**src/prra_pkg.sv**
```systemverilog
/*
 * Shared constants for the clock rate-adjust block: register indices,
 * field positions, reset values, temporary-adjust states and time counts.
 * Assumes nothing of its surroundings; every file names items as prra_pkg::name.
 */
package prra_pkg;

	// ***************************************************************
	// register indices (byte address is four times the index)
	// ***************************************************************
	localparam logic [15:0] IDX_CTRL = 16'h0500;
	localparam logic [15:0] IDX_PHASE = 16'h0502;
	localparam logic [15:0] IDX_NS_HI = 16'h0504;
	localparam logic [15:0] IDX_NS_LO = 16'h0506;
	localparam logic [15:0] IDX_SEC_HI = 16'h0508;
	localparam logic [15:0] IDX_SEC_LO = 16'h050A;
	localparam logic [15:0] IDX_RATE_HI = 16'h050C;
	localparam logic [15:0] IDX_RATE_LO = 16'h050E;
	localparam logic [15:0] IDX_DUR_HI = 16'h0510;
	localparam logic [15:0] IDX_DUR_LO = 16'h0512;

	// ***************************************************************
	// field positions and reset values
	// ***************************************************************
	localparam int CTRL_READ_BIT = 4;
	localparam int CTRL_LOAD_BIT = 3;
	localparam int CTRL_CONT_BIT = 2;
	localparam int RATE_SIGN_BIT = 15;
	localparam int RATE_TEMP_BIT = 14;
	localparam int RATE_HI_W = 14;
	localparam logic [15:0] REG_RESET = 16'h0000;
	localparam logic [2:0] HSIZE_WORD = 3'h2;

	// ***************************************************************
	// time counts
	// ***************************************************************
	localparam logic [31:0] TICK_PERIOD_NS = 32'h00000028;
	localparam logic [31:0] NS_PER_SEC = 32'h3B9ACA00;

	// ***************************************************************
	// temporary-adjust states
	// ***************************************************************
	typedef enum logic [1:0] {
		TMP_IDLE = 2'h1,
		TMP_RUN = 2'h2
	} prra_tmp_state_t;

endpackage

```
**src/prra_rate_adjust.sv**
```systemverilog
/*
 * Clock rate-adjust block with AHB-Lite register slave, seconds registers,
 * shared rate word, temporary-adjust duration counter and read/load commands.
 * Assumes a single AHB-Lite master, word transfers, and a same-clock strobe
 * i_tick that marks each 40 ns timing period.
 *
// Overview of operation
// - The seconds count is 32 bits read/write, split over two 16-bit registers, reset zero.
// - The 30-bit rate sits as bits 29..16 in the upper register's low 14 bits and 15..0 below.
// - The sign bit set adds the rate each timing period, clear subtracts it.
// - One sign bit serves both temporary and continuous adjustment.
// - Setting the temporary bit applies the rate every period for the programmed duration.
// - Writing zero to the temporary bit stops a running temporary adjustment.
// - The duration is a 32-bit count of timing periods in two 16-bit registers.
// - Continuous and temporary adjustment share one stored rate value.
// - While continuous enable is set the rate applies every period without limit.
// - A read command copies the live clock into phase, nanosecond and seconds registers.
// - A load command sets the live clock from phase, nanosecond and seconds registers.
 */
`timescale 1ns/1ps
`default_nettype none
module prra_rate_adjust (
	// clock and reset
	input wire logic i_ref_clk,
	input wire logic i_rst,
	// timing strobe, one per 40 ns period
	input wire logic i_tick,
	// ahb-lite slave
	input wire logic i_hsel,
	input wire logic [31:0] i_haddr,
	input wire logic [1:0] i_htrans,
	input wire logic i_hwrite,
	input wire logic [2:0] i_hsize,
	input wire logic [31:0] i_hwdata,
	input wire logic i_hready,
	output logic [31:0] o_hrdata,
	output logic o_hreadyout,
	output logic o_hresp,
	// live time and status
	output logic [31:0] o_live_sec,
	output logic [31:0] o_live_ns,
	output logic o_adj_active
);
	// ***************************************************************
	// address decode
	// ***************************************************************
	function automatic logic [15:0] f_index(input logic [31:0] addr);
		f_index = (addr[31:18] == 14'h0000 && addr[1:0] == 2'h0) ? addr[17:2] : 16'hFFFF;
	endfunction

	logic addr_ok, dwrite_q;
	logic [15:0] didx_q, rd_mux;
	logic [31:0] hrdata_q;
	logic wr_ctrl, wr_phase, wr_nshi, wr_nslo, wr_sechi, wr_seclo;
	logic wr_ratehi, wr_ratelo, wr_durhi, wr_durlo;

	// the slave never stalls, so hready from the one master is hreadyout
	assign addr_ok = i_hsel && i_hready && i_htrans[1] && (i_hsize == prra_pkg::HSIZE_WORD);

	// address phase captured; writes land at the end of the data phase
	always_ff @(posedge i_ref_clk or posedge i_rst) begin
		if (i_rst) begin
			dwrite_q <= 1'b0;
			didx_q <= 16'h0000;
		end else begin
			dwrite_q <= addr_ok && i_hwrite;
			didx_q <= f_index(i_haddr);
		end
	end

	assign wr_ctrl = dwrite_q && didx_q == prra_pkg::IDX_CTRL;
	assign wr_phase = dwrite_q && didx_q == prra_pkg::IDX_PHASE;
	assign wr_nshi = dwrite_q && didx_q == prra_pkg::IDX_NS_HI;
	assign wr_nslo = dwrite_q && didx_q == prra_pkg::IDX_NS_LO;
	assign wr_sechi = dwrite_q && didx_q == prra_pkg::IDX_SEC_HI;
	assign wr_seclo = dwrite_q && didx_q == prra_pkg::IDX_SEC_LO;
	assign wr_ratehi = dwrite_q && didx_q == prra_pkg::IDX_RATE_HI;
	assign wr_ratelo = dwrite_q && didx_q == prra_pkg::IDX_RATE_LO;
	assign wr_durhi = dwrite_q && didx_q == prra_pkg::IDX_DUR_HI;
	assign wr_durlo = dwrite_q && didx_q == prra_pkg::IDX_DUR_LO;

	// ***************************************************************
	// control: continuous enable and self-clearing read/load commands
	// ***************************************************************
	logic cont_q, read_q, load_q;
	always_ff @(posedge i_ref_clk or posedge i_rst) begin
		if (i_rst) begin
			cont_q <= 1'b0;
			read_q <= 1'b0;
			load_q <= 1'b0;
		end else begin
			if (wr_ctrl) begin
				cont_q <= i_hwdata[prra_pkg::CTRL_CONT_BIT];
			end
			// load and read together: load wins, read is dropped
			load_q <= wr_ctrl && i_hwdata[prra_pkg::CTRL_LOAD_BIT];
			read_q <= wr_ctrl && i_hwdata[prra_pkg::CTRL_READ_BIT]
				&& !i_hwdata[prra_pkg::CTRL_LOAD_BIT];
		end
	end

	// ***************************************************************
	// time registers: software writes, read command overwrites
	// ***************************************************************
	logic [15:0] sec_hi_q, sec_lo_q, ns_hi_q, ns_lo_q;
	logic [2:0] phase_q;
	logic [31:0] live_sec, live_ns, live_frac;
	logic [2:0] live_phase;
	always_ff @(posedge i_ref_clk or posedge i_rst) begin
		if (i_rst) begin
			sec_hi_q <= prra_pkg::REG_RESET;
			sec_lo_q <= prra_pkg::REG_RESET;
			ns_hi_q <= prra_pkg::REG_RESET;
			ns_lo_q <= prra_pkg::REG_RESET;
			phase_q <= 3'h0;
		end else if (read_q) begin
			sec_hi_q <= live_sec[31:16];
			sec_lo_q <= live_sec[15:0];
			ns_hi_q <= live_ns[31:16];
			ns_lo_q <= live_ns[15:0];
			phase_q <= live_phase;
		end else begin
			if (wr_sechi) sec_hi_q <= i_hwdata[15:0];
			if (wr_seclo) sec_lo_q <= i_hwdata[15:0];
			if (wr_nshi) ns_hi_q <= i_hwdata[15:0];
			if (wr_nslo) ns_lo_q <= i_hwdata[15:0];
			if (wr_phase) phase_q <= i_hwdata[2:0];
		end
	end

	// ***************************************************************
	// shared rate word, sign and duration
	// ***************************************************************
	logic sign_q;
	logic [29:0] rate_q;
	logic [15:0] dur_hi_q, dur_lo_q;
	always_ff @(posedge i_ref_clk or posedge i_rst) begin
		if (i_rst) begin
			sign_q <= 1'b0;
			rate_q <= 30'h00000000;
			dur_hi_q <= prra_pkg::REG_RESET;
			dur_lo_q <= prra_pkg::REG_RESET;
		end else begin
			if (wr_ratehi) begin
				sign_q <= i_hwdata[prra_pkg::RATE_SIGN_BIT];
				rate_q[29:16] <= i_hwdata[prra_pkg::RATE_HI_W-1:0];
			end
			if (wr_ratelo) rate_q[15:0] <= i_hwdata[15:0];
			if (wr_durhi) dur_hi_q <= i_hwdata[15:0];
			if (wr_durlo) dur_lo_q <= i_hwdata[15:0];
		end
	end

	// ***************************************************************
	// temporary adjustment: counts timing periods, then stops itself
	// ***************************************************************
	prra_pkg::prra_tmp_state_t tmp_q;
	logic [31:0] count_q;
	logic adj_en;
	always_ff @(posedge i_ref_clk or posedge i_rst) begin
		if (i_rst) begin
			tmp_q <= prra_pkg::TMP_IDLE;
			count_q <= 32'h00000000;
		end else if (wr_ratehi) begin
			// a zero duration never starts, so the bit reads back clear
			if (i_hwdata[prra_pkg::RATE_TEMP_BIT] && {dur_hi_q, dur_lo_q} != 32'h00000000) begin
				tmp_q <= prra_pkg::TMP_RUN;
				count_q <= {dur_hi_q, dur_lo_q};
			end else begin
				tmp_q <= prra_pkg::TMP_IDLE;
				count_q <= 32'h00000000;
			end
		end else begin
			case (tmp_q)
				prra_pkg::TMP_RUN: begin
					if (i_tick && count_q == 32'h00000001) begin
						tmp_q <= prra_pkg::TMP_IDLE;
						count_q <= 32'h00000000;
					end else if (i_tick) begin
						count_q <= count_q - 32'h00000001;
					end
				end
				prra_pkg::TMP_IDLE: begin
					count_q <= 32'h00000000;
				end
				default: begin
					tmp_q <= prra_pkg::TMP_IDLE;
					count_q <= 32'h00000000;
				end
			endcase
		end
	end

	// one rate word, either mode enables it
	assign adj_en = cont_q || (tmp_q == prra_pkg::TMP_RUN);

	prra_time_core u_core (
		.i_ref_clk(i_ref_clk),
		.i_rst(i_rst),
		.i_tick(i_tick),
		.i_load(load_q),
		.i_load_sec({sec_hi_q, sec_lo_q}),
		.i_load_ns({ns_hi_q, ns_lo_q}),
		.i_load_phase(phase_q),
		.i_adj_en(adj_en),
		.i_add(sign_q),
		.i_rate(rate_q),
		.o_sec(live_sec),
		.o_ns(live_ns),
		.o_phase(live_phase),
		.o_frac(live_frac)
	);

	// ***************************************************************
	// read data, registered in the address phase
	// ***************************************************************
	always_comb begin
		case (f_index(i_haddr))
			prra_pkg::IDX_CTRL: rd_mux = {13'h0000, cont_q, 2'h0};
			prra_pkg::IDX_PHASE: rd_mux = {13'h0000, phase_q};
			prra_pkg::IDX_NS_HI: rd_mux = ns_hi_q;
			prra_pkg::IDX_NS_LO: rd_mux = ns_lo_q;
			prra_pkg::IDX_SEC_HI: rd_mux = sec_hi_q;
			prra_pkg::IDX_SEC_LO: rd_mux = sec_lo_q;
			prra_pkg::IDX_RATE_HI: rd_mux = {sign_q, tmp_q == prra_pkg::TMP_RUN, rate_q[29:16]};
			prra_pkg::IDX_RATE_LO: rd_mux = rate_q[15:0];
			prra_pkg::IDX_DUR_HI: rd_mux = dur_hi_q;
			prra_pkg::IDX_DUR_LO: rd_mux = dur_lo_q;
			default: rd_mux = 16'h0000;
		endcase
	end

	// unmapped addresses read zero, writes to them are dropped
	always_ff @(posedge i_ref_clk or posedge i_rst) begin
		if (i_rst) begin
			hrdata_q <= 32'h00000000;
		end else if (addr_ok && !i_hwrite) begin
			hrdata_q <= {16'h0000, rd_mux};
		end
	end

	assign o_hrdata = hrdata_q;
	assign o_hreadyout = 1'b1;
	assign o_hresp = 1'b0;
	assign o_live_sec = live_sec;
	assign o_live_ns = live_ns;
	assign o_adj_active = adj_en;
endmodule
`default_nettype wire

```
**src/prra_time_core.sv**
```systemverilog
/*
 * Live clock: seconds, nanoseconds, 8 ns phase and a 32-bit sub-ns fraction.
 * Assumes i_tick pulses once per 40 ns timing period on the same clock.
 */
`timescale 1ns/1ps
`default_nettype none
module prra_time_core (
	// clock and reset
	input wire logic i_ref_clk,
	input wire logic i_rst,
	// timing strobe and load
	input wire logic i_tick,
	input wire logic i_load,
	input wire logic [31:0] i_load_sec,
	input wire logic [31:0] i_load_ns,
	input wire logic [2:0] i_load_phase,
	// rate adjust
	input wire logic i_adj_en,
	input wire logic i_add,
	input wire logic [29:0] i_rate,
	// live time
	output logic [31:0] o_sec,
	output logic [31:0] o_ns,
	output logic [2:0] o_phase,
	output logic [31:0] o_frac
);
	logic [31:0] sec_q, sec_d, ns_q, ns_d, frac_q, frac_d, ns_sum;
	logic [32:0] frac_sum, frac_dif;
	logic [31:0] ns_step;
	logic [2:0] phase_q;

	// ***************************************************************
	// next time: nominal 40 ns plus carry or minus borrow of the fraction
	// ***************************************************************
	always_comb begin
		frac_sum = {1'b0, frac_q} + {3'h0, i_rate};
		frac_dif = {1'b0, frac_q} - {3'h0, i_rate};
		frac_d = frac_q;
		ns_step = prra_pkg::TICK_PERIOD_NS;
		if (i_adj_en && i_add) begin
			frac_d = frac_sum[31:0];
			ns_step = prra_pkg::TICK_PERIOD_NS + {31'h0, frac_sum[32]};
		end else if (i_adj_en) begin
			frac_d = frac_dif[31:0];
			ns_step = prra_pkg::TICK_PERIOD_NS - {31'h0, frac_dif[32]};
		end
		ns_sum = ns_q + ns_step;
		ns_d = ns_sum;
		sec_d = sec_q;
		if (ns_sum >= prra_pkg::NS_PER_SEC) begin
			ns_d = ns_sum - prra_pkg::NS_PER_SEC;
			sec_d = sec_q + 32'h00000001;
		end
	end

	// load beats the tick so software always sees its own value land
	always_ff @(posedge i_ref_clk or posedge i_rst) begin
		if (i_rst) begin
			sec_q <= 32'h00000000;
			ns_q <= 32'h00000000;
			frac_q <= 32'h00000000;
			phase_q <= 3'h0;
		end else if (i_load) begin
			sec_q <= i_load_sec;
			ns_q <= i_load_ns;
			phase_q <= i_load_phase;
			frac_q <= 32'h00000000;
		end else if (i_tick) begin
			sec_q <= sec_d;
			ns_q <= ns_d;
			frac_q <= frac_d;
		end
	end

	assign o_sec = sec_q;
	assign o_ns = ns_q;
	assign o_phase = phase_q;
	assign o_frac = frac_q;
endmodule
`default_nettype wire
```
**config.mk**
```make
export PLATFORM = sky130hd
export DESIGN_NAME = prra_rate_adjust
export DESIGN_NICKNAME = d
export VERILOG_FILES = /design/src/prra_pkg.sv /design/src/prra_rate_adjust.sv /design/src/prra_time_core.sv
export SDC_FILE = /design/constraint.sdc
export NUM_CORES = 1
export LEC_CHECK = 0
export CORE_ASPECT_RATIO = 1.5
export CORE_MARGIN = 4
export CORE_UTILIZATION = 30
export DETAILED_ROUTE_END_ITERATION = 7
export DONT_BUFFER_PORTS = 1
export PLACE_DENSITY = 0.45
export SETUP_SLACK_MARGIN = 0.05
export SYNTH_ARGS = -nofsm -noshare
export SYNTH_HDL_FRONTEND = slang
export SYNTH_SLANG_ARGS = --single-unit
```
**constraint.sdc**
```tcl
create_clock -name i_ref_clk -period 15.98 [get_ports i_ref_clk]
set_input_delay 0 -clock i_ref_clk [delete_from_list [all_inputs] [get_ports i_ref_clk]]
set_output_delay 0 -clock i_ref_clk [all_outputs]
set_load 0.005 [all_outputs]
```
==> reports/results.tsv, run 1 <==
metric	value	unit
total die area	68500	um2
WL final	77.0	mm
Least-Margin Pin Slew	1030	ps
Slew Viols, Final	0	
synth unique cells	91	
Starting Density	30.4	%
clk slew on worst S/H paths	70	ps
Worst EP arrival	9020	ps
ratio of cells with drive above 1 in the final layout	9.63	%
skew final	30.5	ps
Ys Warns	0	
final hold vios	0	
DRC	0	
Worst R2R Path Depth	29	
Clk Tree Root Cell	clkbuf_16	
capturing point of the worst reg2reg path	u_core.o_ns[17]	
most numerous cell on the critical path	o21ai_0	
Die Y	319	um
GP Congestion	0.923	
# setup viols final	0	
Fmax	0.116	GHz
number of top-level pins	174	
wire per inst	25.7	um
slew margin rel.	30.9	%
Critical Path Source Type	flop	
Net Switching	1.27	mW
Overflow after GRT	0	
async set-reset flop share out of synthesis	100	%
combinational power share	36.0	%
post-CTS setup buffer count	0	
TritonCTS clock tree	done	
Area Overhead vs Synth	11.7	%
clock power share	27.8	%
TritonCTS Buffers	34	
slowest stage cell, crit path	a31oi_4	
internal power	1.84	mW
vias in the first global route	17100	
DR vias	17100	
Clock Tree Buf Depth	3	
Hold Path Stages	4	
P_leak	8.35	nW
Max Cap Violations	0	
Syn Area/Cell	8.74	um2
CTS Sinks	299	
min cycle time layout	8600	ps
Sw Share	40.9	%
Seq/Total Area, Yosys	38.8	%
number of flops mapped to enable cells by yosys	0	
post-route ant nets	0	
final core utilization	33.9	%
Crit. path cell count	29	
CP top delay family	compound AO/OA/AOI/OAI gates	
RSZ-0062 raised after global routing	no	
synth top area cells	dfrtp_1 (39%), o21ai_0 (6.9%), nand2_1 (4.7%), ha_1 (4.4%), mux2i_1 (4.4%)	
gr usage total	21.8	%
CP startpoint	rate_q[0]	
final worst-path cycle share	53.8	%
worst hold path type	in -> reg	
CP Class	reg -> reg	
top post-synthesis cells by count	dfrtp_1 (298), o21ai_0 (264), nand2_1 (244)	
sequential share of power	36.2	%
FP Rows	113	
CTS H-tree lvls	2	
CP Capture Point	u_core.o_ns[17]	
power density over the cells	145	nW/um2
outcome	completed	
# nets final	2310	
clk_lat worst skew	550	ps
Initial DRC Count	1359	
I/O Buffers	0	
drt pass-1 iters	6	
Detailed Place HPWL	55.1	mm
number of synthesized register bits	299	
R2R setup slack	7380	ps
worst-path fanout max	25	
largest net degree at the start of global routing	92	
initial antenna violation count	5	
post-synthesis cell count	2206	
biggest area consumer among synthesized cells	dfrtp_1	
Cell Area, Synth	19300	um2
Fin Setup TNS	0	ps
top cell type's share of synthesized area	38.7	%
top_reg_cell synth	dfrtp_1	
r2r startpoint	rate_q[0]	
most frequent cell after synthesis	dfrtp_1	
maximum vdd ir drop	0.0705	mV
die width	215	um
Core Footprint	63500	um2
CP Data Required Time	16400	ps
Buf/Inv on CP	3	
Max stage delay on crit path	800	ps
first-pass GRT wire length	115	mm
endpoint type of the worst setup path	flop	
Via density	5.70	
-- how the worst min path moves through the flow --
stage | startpoint | end | slack [ps]
6_report | i_hwrite | o_hrdata[14] | 20
2_1_floorplan | i_hwdata[3] | read_q | 70
3_3_place_gp | i_rst | u_core.o_frac[1] | 10
5_1_grt | i_hwrite | o_hrdata[15] | 20
3_5_place_dp | i_rst | u_core.o_frac[2] | 20
4_1_cts | i_hwrite | o_hrdata[12] | 6
-- what timing repair did --
action                                 CTS  global route
gates resized for setup                  0             0
endpoints found under the hold margin  312             0
hold buffers                            39             0
-- metal layers --
metal  up-vias  GRT usage (%)  routed length [um]
li1       7885              -                   -
met1      8512           24.6               29000
met2       548           40.4               40100
met3       161           3.09                3770
met4         0           9.97                4070
met5         -              0                   0
-- registers in the layout, summed over array words and instances (netlist names), 30 cells and up --
name	count
u_core.o_ns	32
rate_q	30
count_q	32
u_core.o_frac	32
u_core.o_sec	32
-- metrics by stage --
stage	area [um2]	hold WS, ps	power (mW)	instances	setup slack (ps)
after floorplan	19300	69.8	1.91	2222	7720
after global placement	19900	12.2	2.21	2894	7730
after detailed placement	19900	22.4	2.23	2894	7700
after CTS	21500	6.07	3.14	2995	7490
after global routing	21500	20.2	3.32	2999	6910
final	21500	21.6	3.12	3000	7380
-- power by group through the flow --
stage | Combinational, mW | Clock [mW] | Sequential, mW
after global routing | 1.25 | 0.914 | 1.15
after detailed placement | 1.09 | 0 | 1.14
final | 1.12 | 0.866 | 1.13
after global placement | 1.07 | 0 | 1.14
after CTS | 1.12 | 0.889 | 1.13
after floorplan | 0.902 | 0 | 1.00
-- cell type report --
type | instances | area (um2)
clock inverter | 14 | 204
timing repair buffer | 63 | 588
inverter | 86 | 330
sequential | 299 | 7490
multi-input combinational | 1680 | 10900
clock buffer | 48 | 1010
fill | 6558 | 41900
tap | 805 | 1010
antenna | 5 | 12.5
-- kinds of logic after synthesis --
logic type      Yosys count  synth area share (%)
simple gates            717                  18.4
buf+inv                 243                  5.23
flops                   299                  38.8
fa+ha+maj                71                  4.72
other cells               2                0.0389
compound gates          637                  20.6
mux                     153                  8.39
xor+xnor                 84                  3.81
-- worst reg2reg max path: cells and delay by family (launching register included) --
| kind | cells | cell delay [ps] |
|---|---|---|
| AOI/OAI and AO/OA | 13 | 3410 |
| adders and majority gates | 4 | 1280 |
| and+or+nand+nor | 9 | 2590 |
| buffers and inverters | 3 | 700 |
| DFF | 1 | 490 |
-- placed cells by master, fill, tap and decap left out, drive strengths merged, types with 9 or more instances in the layout --
cell type / instances
nor2: 130
a222oi: 18
and3: 32
xnor2: 49
nand3: 61
xor2: 35
o21a: 9
nor2b: 21
clkbuf: 48
nand2: 244
nand2b: 12
dlygate4sd3: 38
mux2i: 84
a31oi: 21
and2: 10
conb: 18
or3: 25
o21bai: 17
ha: 68
nor3: 61
a221oi: 9
a32oi: 12
o21ai: 278
a21o: 20
dfrtp: 298
mux2: 69
inv: 87
o2111ai: 9
buf: 25
nand4: 28
o211ai: 17
nor4: 35
or2: 19
a21oi: 126
a22oi: 32
Note: power is estimated with default switching activity, not from simulation.
==> run 2, diff against run 1 <==
==> constraint.sdc (replaced) <==
create_clock -name i_ref_clk -period 9 [get_ports i_ref_clk]
set_input_delay 0 -clock i_ref_clk [delete_from_list [all_inputs] [get_ports i_ref_clk]]
set_output_delay 0 -clock i_ref_clk [all_outputs]
set_load 0.005 [all_outputs]
==> run 2 against run 1 <==
  * Die area unchanged
  * Worst hold slack worse by 8.7 ps
  * Fmax up 4.1%
  * Global-route usage up 0.054 points
  * Via count up 0.51%
  * Power up 75%
  * Routed wire length up 0.32%
  * Critical path depth up 4
  * Design area up 0.37%
  * Sequential cell count unchanged
  * Non-clock buffer count up 16
  * Critical path type unchanged
  * Largest cell class unchanged
==> reports/results.tsv, run 2 (synthesis gave the netlist of run 1 again) <==
metric	value	unit	change
Hold WS	13.0	ps	was 21.6 ps
clk_lat worst skew	540	ps	was 550 ps
Hold Path Stages	4		unchanged
sequential share of power	36.5	%	was 36.2%
total die area	68500	um2	unchanged
worst hold path type	in -> reg		unchanged
largest net degree at the start of global routing	91		was 92
endpoint type of the worst setup path	flop		unchanged
Least-Margin Pin Slew	1220	ps	was 1030 ps
ratio of cells with drive above 1 in the final layout	9.44	%	was 9.63%
GP Congestion	0.898		was 0.923
final hold vios	0		unchanged
Detailed Place HPWL	55.0	mm	was 55.1 mm
most numerous cell on the critical path	o21ai_0		unchanged
# nets final	2326		was 2310
Die Y	319	um	unchanged
Worst R2R Path Depth	33		was 29
Area Overhead vs Synth	12.1	%	was 11.7%
CP Class	reg -> reg		unchanged
Starting Density	30.4	%	unchanged
maximum vdd ir drop	0.120	mV	was 0.0705 mV
Worst Hold Path EP	u_core.o_ns[23]		was o_hrdata[14]
Initial DRC Count	1243		was 1359
WL final	77.2	mm	was 77.0 mm
post-place setup slack	1110	ps	was 7700 ps
CTS Sinks	299		unchanged
DRC	0		unchanged
CP Data Required Time	9470	ps	was 16400 ps
drt pass-1 iters	6		unchanged
Met2 Wirelength	41.0	mm	was 40.1 mm
slowest stage cell, crit path	a221oi_1		was a31oi_4
die width	215	um	unchanged
internal power	3.22	mW	was 1.84 mW
capturing point of the worst reg2reg path	u_core.o_ns[31]		was u_core.o_ns[17]
TritonCTS clock tree	done		unchanged
P_leak	8.34	nW	was 8.35 nW
post-CTS sizing	0		unchanged
final worst-path cycle share	91.8	%	was 53.8%
# setup viols final	0		unchanged
Layout fillers	6558		unchanged
clock power share	27.0	%	was 27.8%
slew margin rel.	18.3	%	was 30.9%
power density over the cells	253	nW/um2	was 145 nW/um2
Fin Setup TNS	0	ps	unchanged
vias in the first global route	17100		about the same
I/O Buffers	0		unchanged
FP Rows	113		unchanged
clk slew on worst S/H paths	60	ps	was 70 ps
first-pass GRT wire length	115	mm	about the same
CTS H-tree lvls	2		unchanged
post-route setup slack	738	ps	was 7380 ps
DR vias	17200		was 17100
most frequent cells in the layout	dfrtp_1 (296), o21ai_0 (264), nand2_1 (244)		unchanged
r2r startpoint	rate_q[0]		unchanged
Critical Path Source Type	flop		unchanged
number of top-level pins	174		unchanged
total power	5.46	mW	was 3.12 mW
initial antenna violation count	8		was 5
outcome	completed		unchanged
Max stage delay on crit path	570	ps	was 800 ps
Fmax	0.121	GHz	was 0.116 GHz
R2R setup slack	740	ps	was 7380 ps
Clk Tree Root Cell	clkbuf_16		unchanged
wire per inst	25.6	um	was 25.7 um
Slew Viols, Final	0		unchanged
Metal-1 WL	28.6	mm	was 29.0 mm
min cycle time layout	8260	ps	was 8600 ps
top routing layer in use	met4		unchanged
combinational power share	36.5	%	was 36.0%
most common cell after layout, fill and taps aside	dfrtp_1		unchanged
post-route ant nets	0		unchanged
Sw Share	41.0	%	was 40.9%
RSZ-0062 raised after global routing	no		unchanged
TritonCTS Buffers	34		unchanged
Clock Tree Buf Depth	3		unchanged
Net Switching	2.24	mW	was 1.27 mW
area of the multi-input gates	10900	um2	unchanged
worst-path fanout max	5		was 25
Core Footprint	63500	um2	unchanged
Overflow after GRT	0		unchanged
Hold Crit Start	i_tick		was i_hwrite
Max Cap Violations	0		unchanged
Worst EP arrival	8740	ps	was 9020 ps
Via density	5.71		was 5.70
DR WL met3	4.04	mm	was 3.77 mm
gr usage total	21.9	%	was 21.8%
Seq. cell area	7490	um2	unchanged
skew final	25.6	ps	was 30.5 ps
-- run 2: layout make-up --
class	count	area share, %
Multi-Input combinational cell	1680	50.4
Sequential cell	299	34.7
Tap cell	805	4.66
Clock buffer	48	4.60
Timing Repair Buffer	79	3.45
Inverter	86	1.53
Clock inverter	12	0.700
Antenna cell	3	0.0347
-- run 2: how the worst max path moves through the flow --
stage	endpoint	from	cells past startpoint
floorplan	cont_q	i_rst	1
global placement	u_core.o_ns[9]	rate_q[0]	29
detailed placement	u_core.o_ns[9]	rate_q[0]	29
CTS	u_core.o_ns[31]	rate_q[0]	33
global route	u_core.o_ns[31]	rate_q[0]	33
finish	u_core.o_ns[31]	rate_q[0]	33
-- run 2: routing by layer --
layer	up-vias	track usage, %
li1	7913	-
met1	8568	23.9
met2	565	41.2
met3	147	3.82
met4	0	9.32
met5	-	0
-- run 2: power groups by stage --
stage | clock [mW] | combinational [mW] | sequential, mW
after CTS | 1.50 | 1.99 | 2.00
after detailed placement | 0 | 1.93 | 2.02
after global placement | 0 | 1.91 | 2.02
after global routing | 1.55 | 2.23 | 2.04
after floorplan | 0 | 1.60 | 1.78
final | 1.47 | 1.99 | 1.99
-- run 2: through the flow --
stage	utilization, %	cell area (um2)	cells
final	34.1	21600	3012
after CTS	34.0	21600	3009
after global routing	34.0	21600	3010
after global placement	31.4	19900	2895
after detailed placement	31.4	19900	2895
after floorplan	-	19300	2222
-- run 2: timing repair --
| item | CTS | global route |
|---|---|---|
| setup buffers | 0 | 0 |
| endpoints found under the hold margin | 305 | 0 |
| hold buffers | 54 | 0 |
-- run 2: critical path, delay by kind of cell (launching register included) --
kind | cells | cell delay (ps)
AOI/OAI and AO/OA | 13 | 3230
xor gates and xnor gates | 1 | 210
muxes | 1 | 240
DFF | 1 | 470
and+or+nand+nor | 10 | 1840
buffers and inverters | 3 | 710
adders and majority gates | 5 | 1510
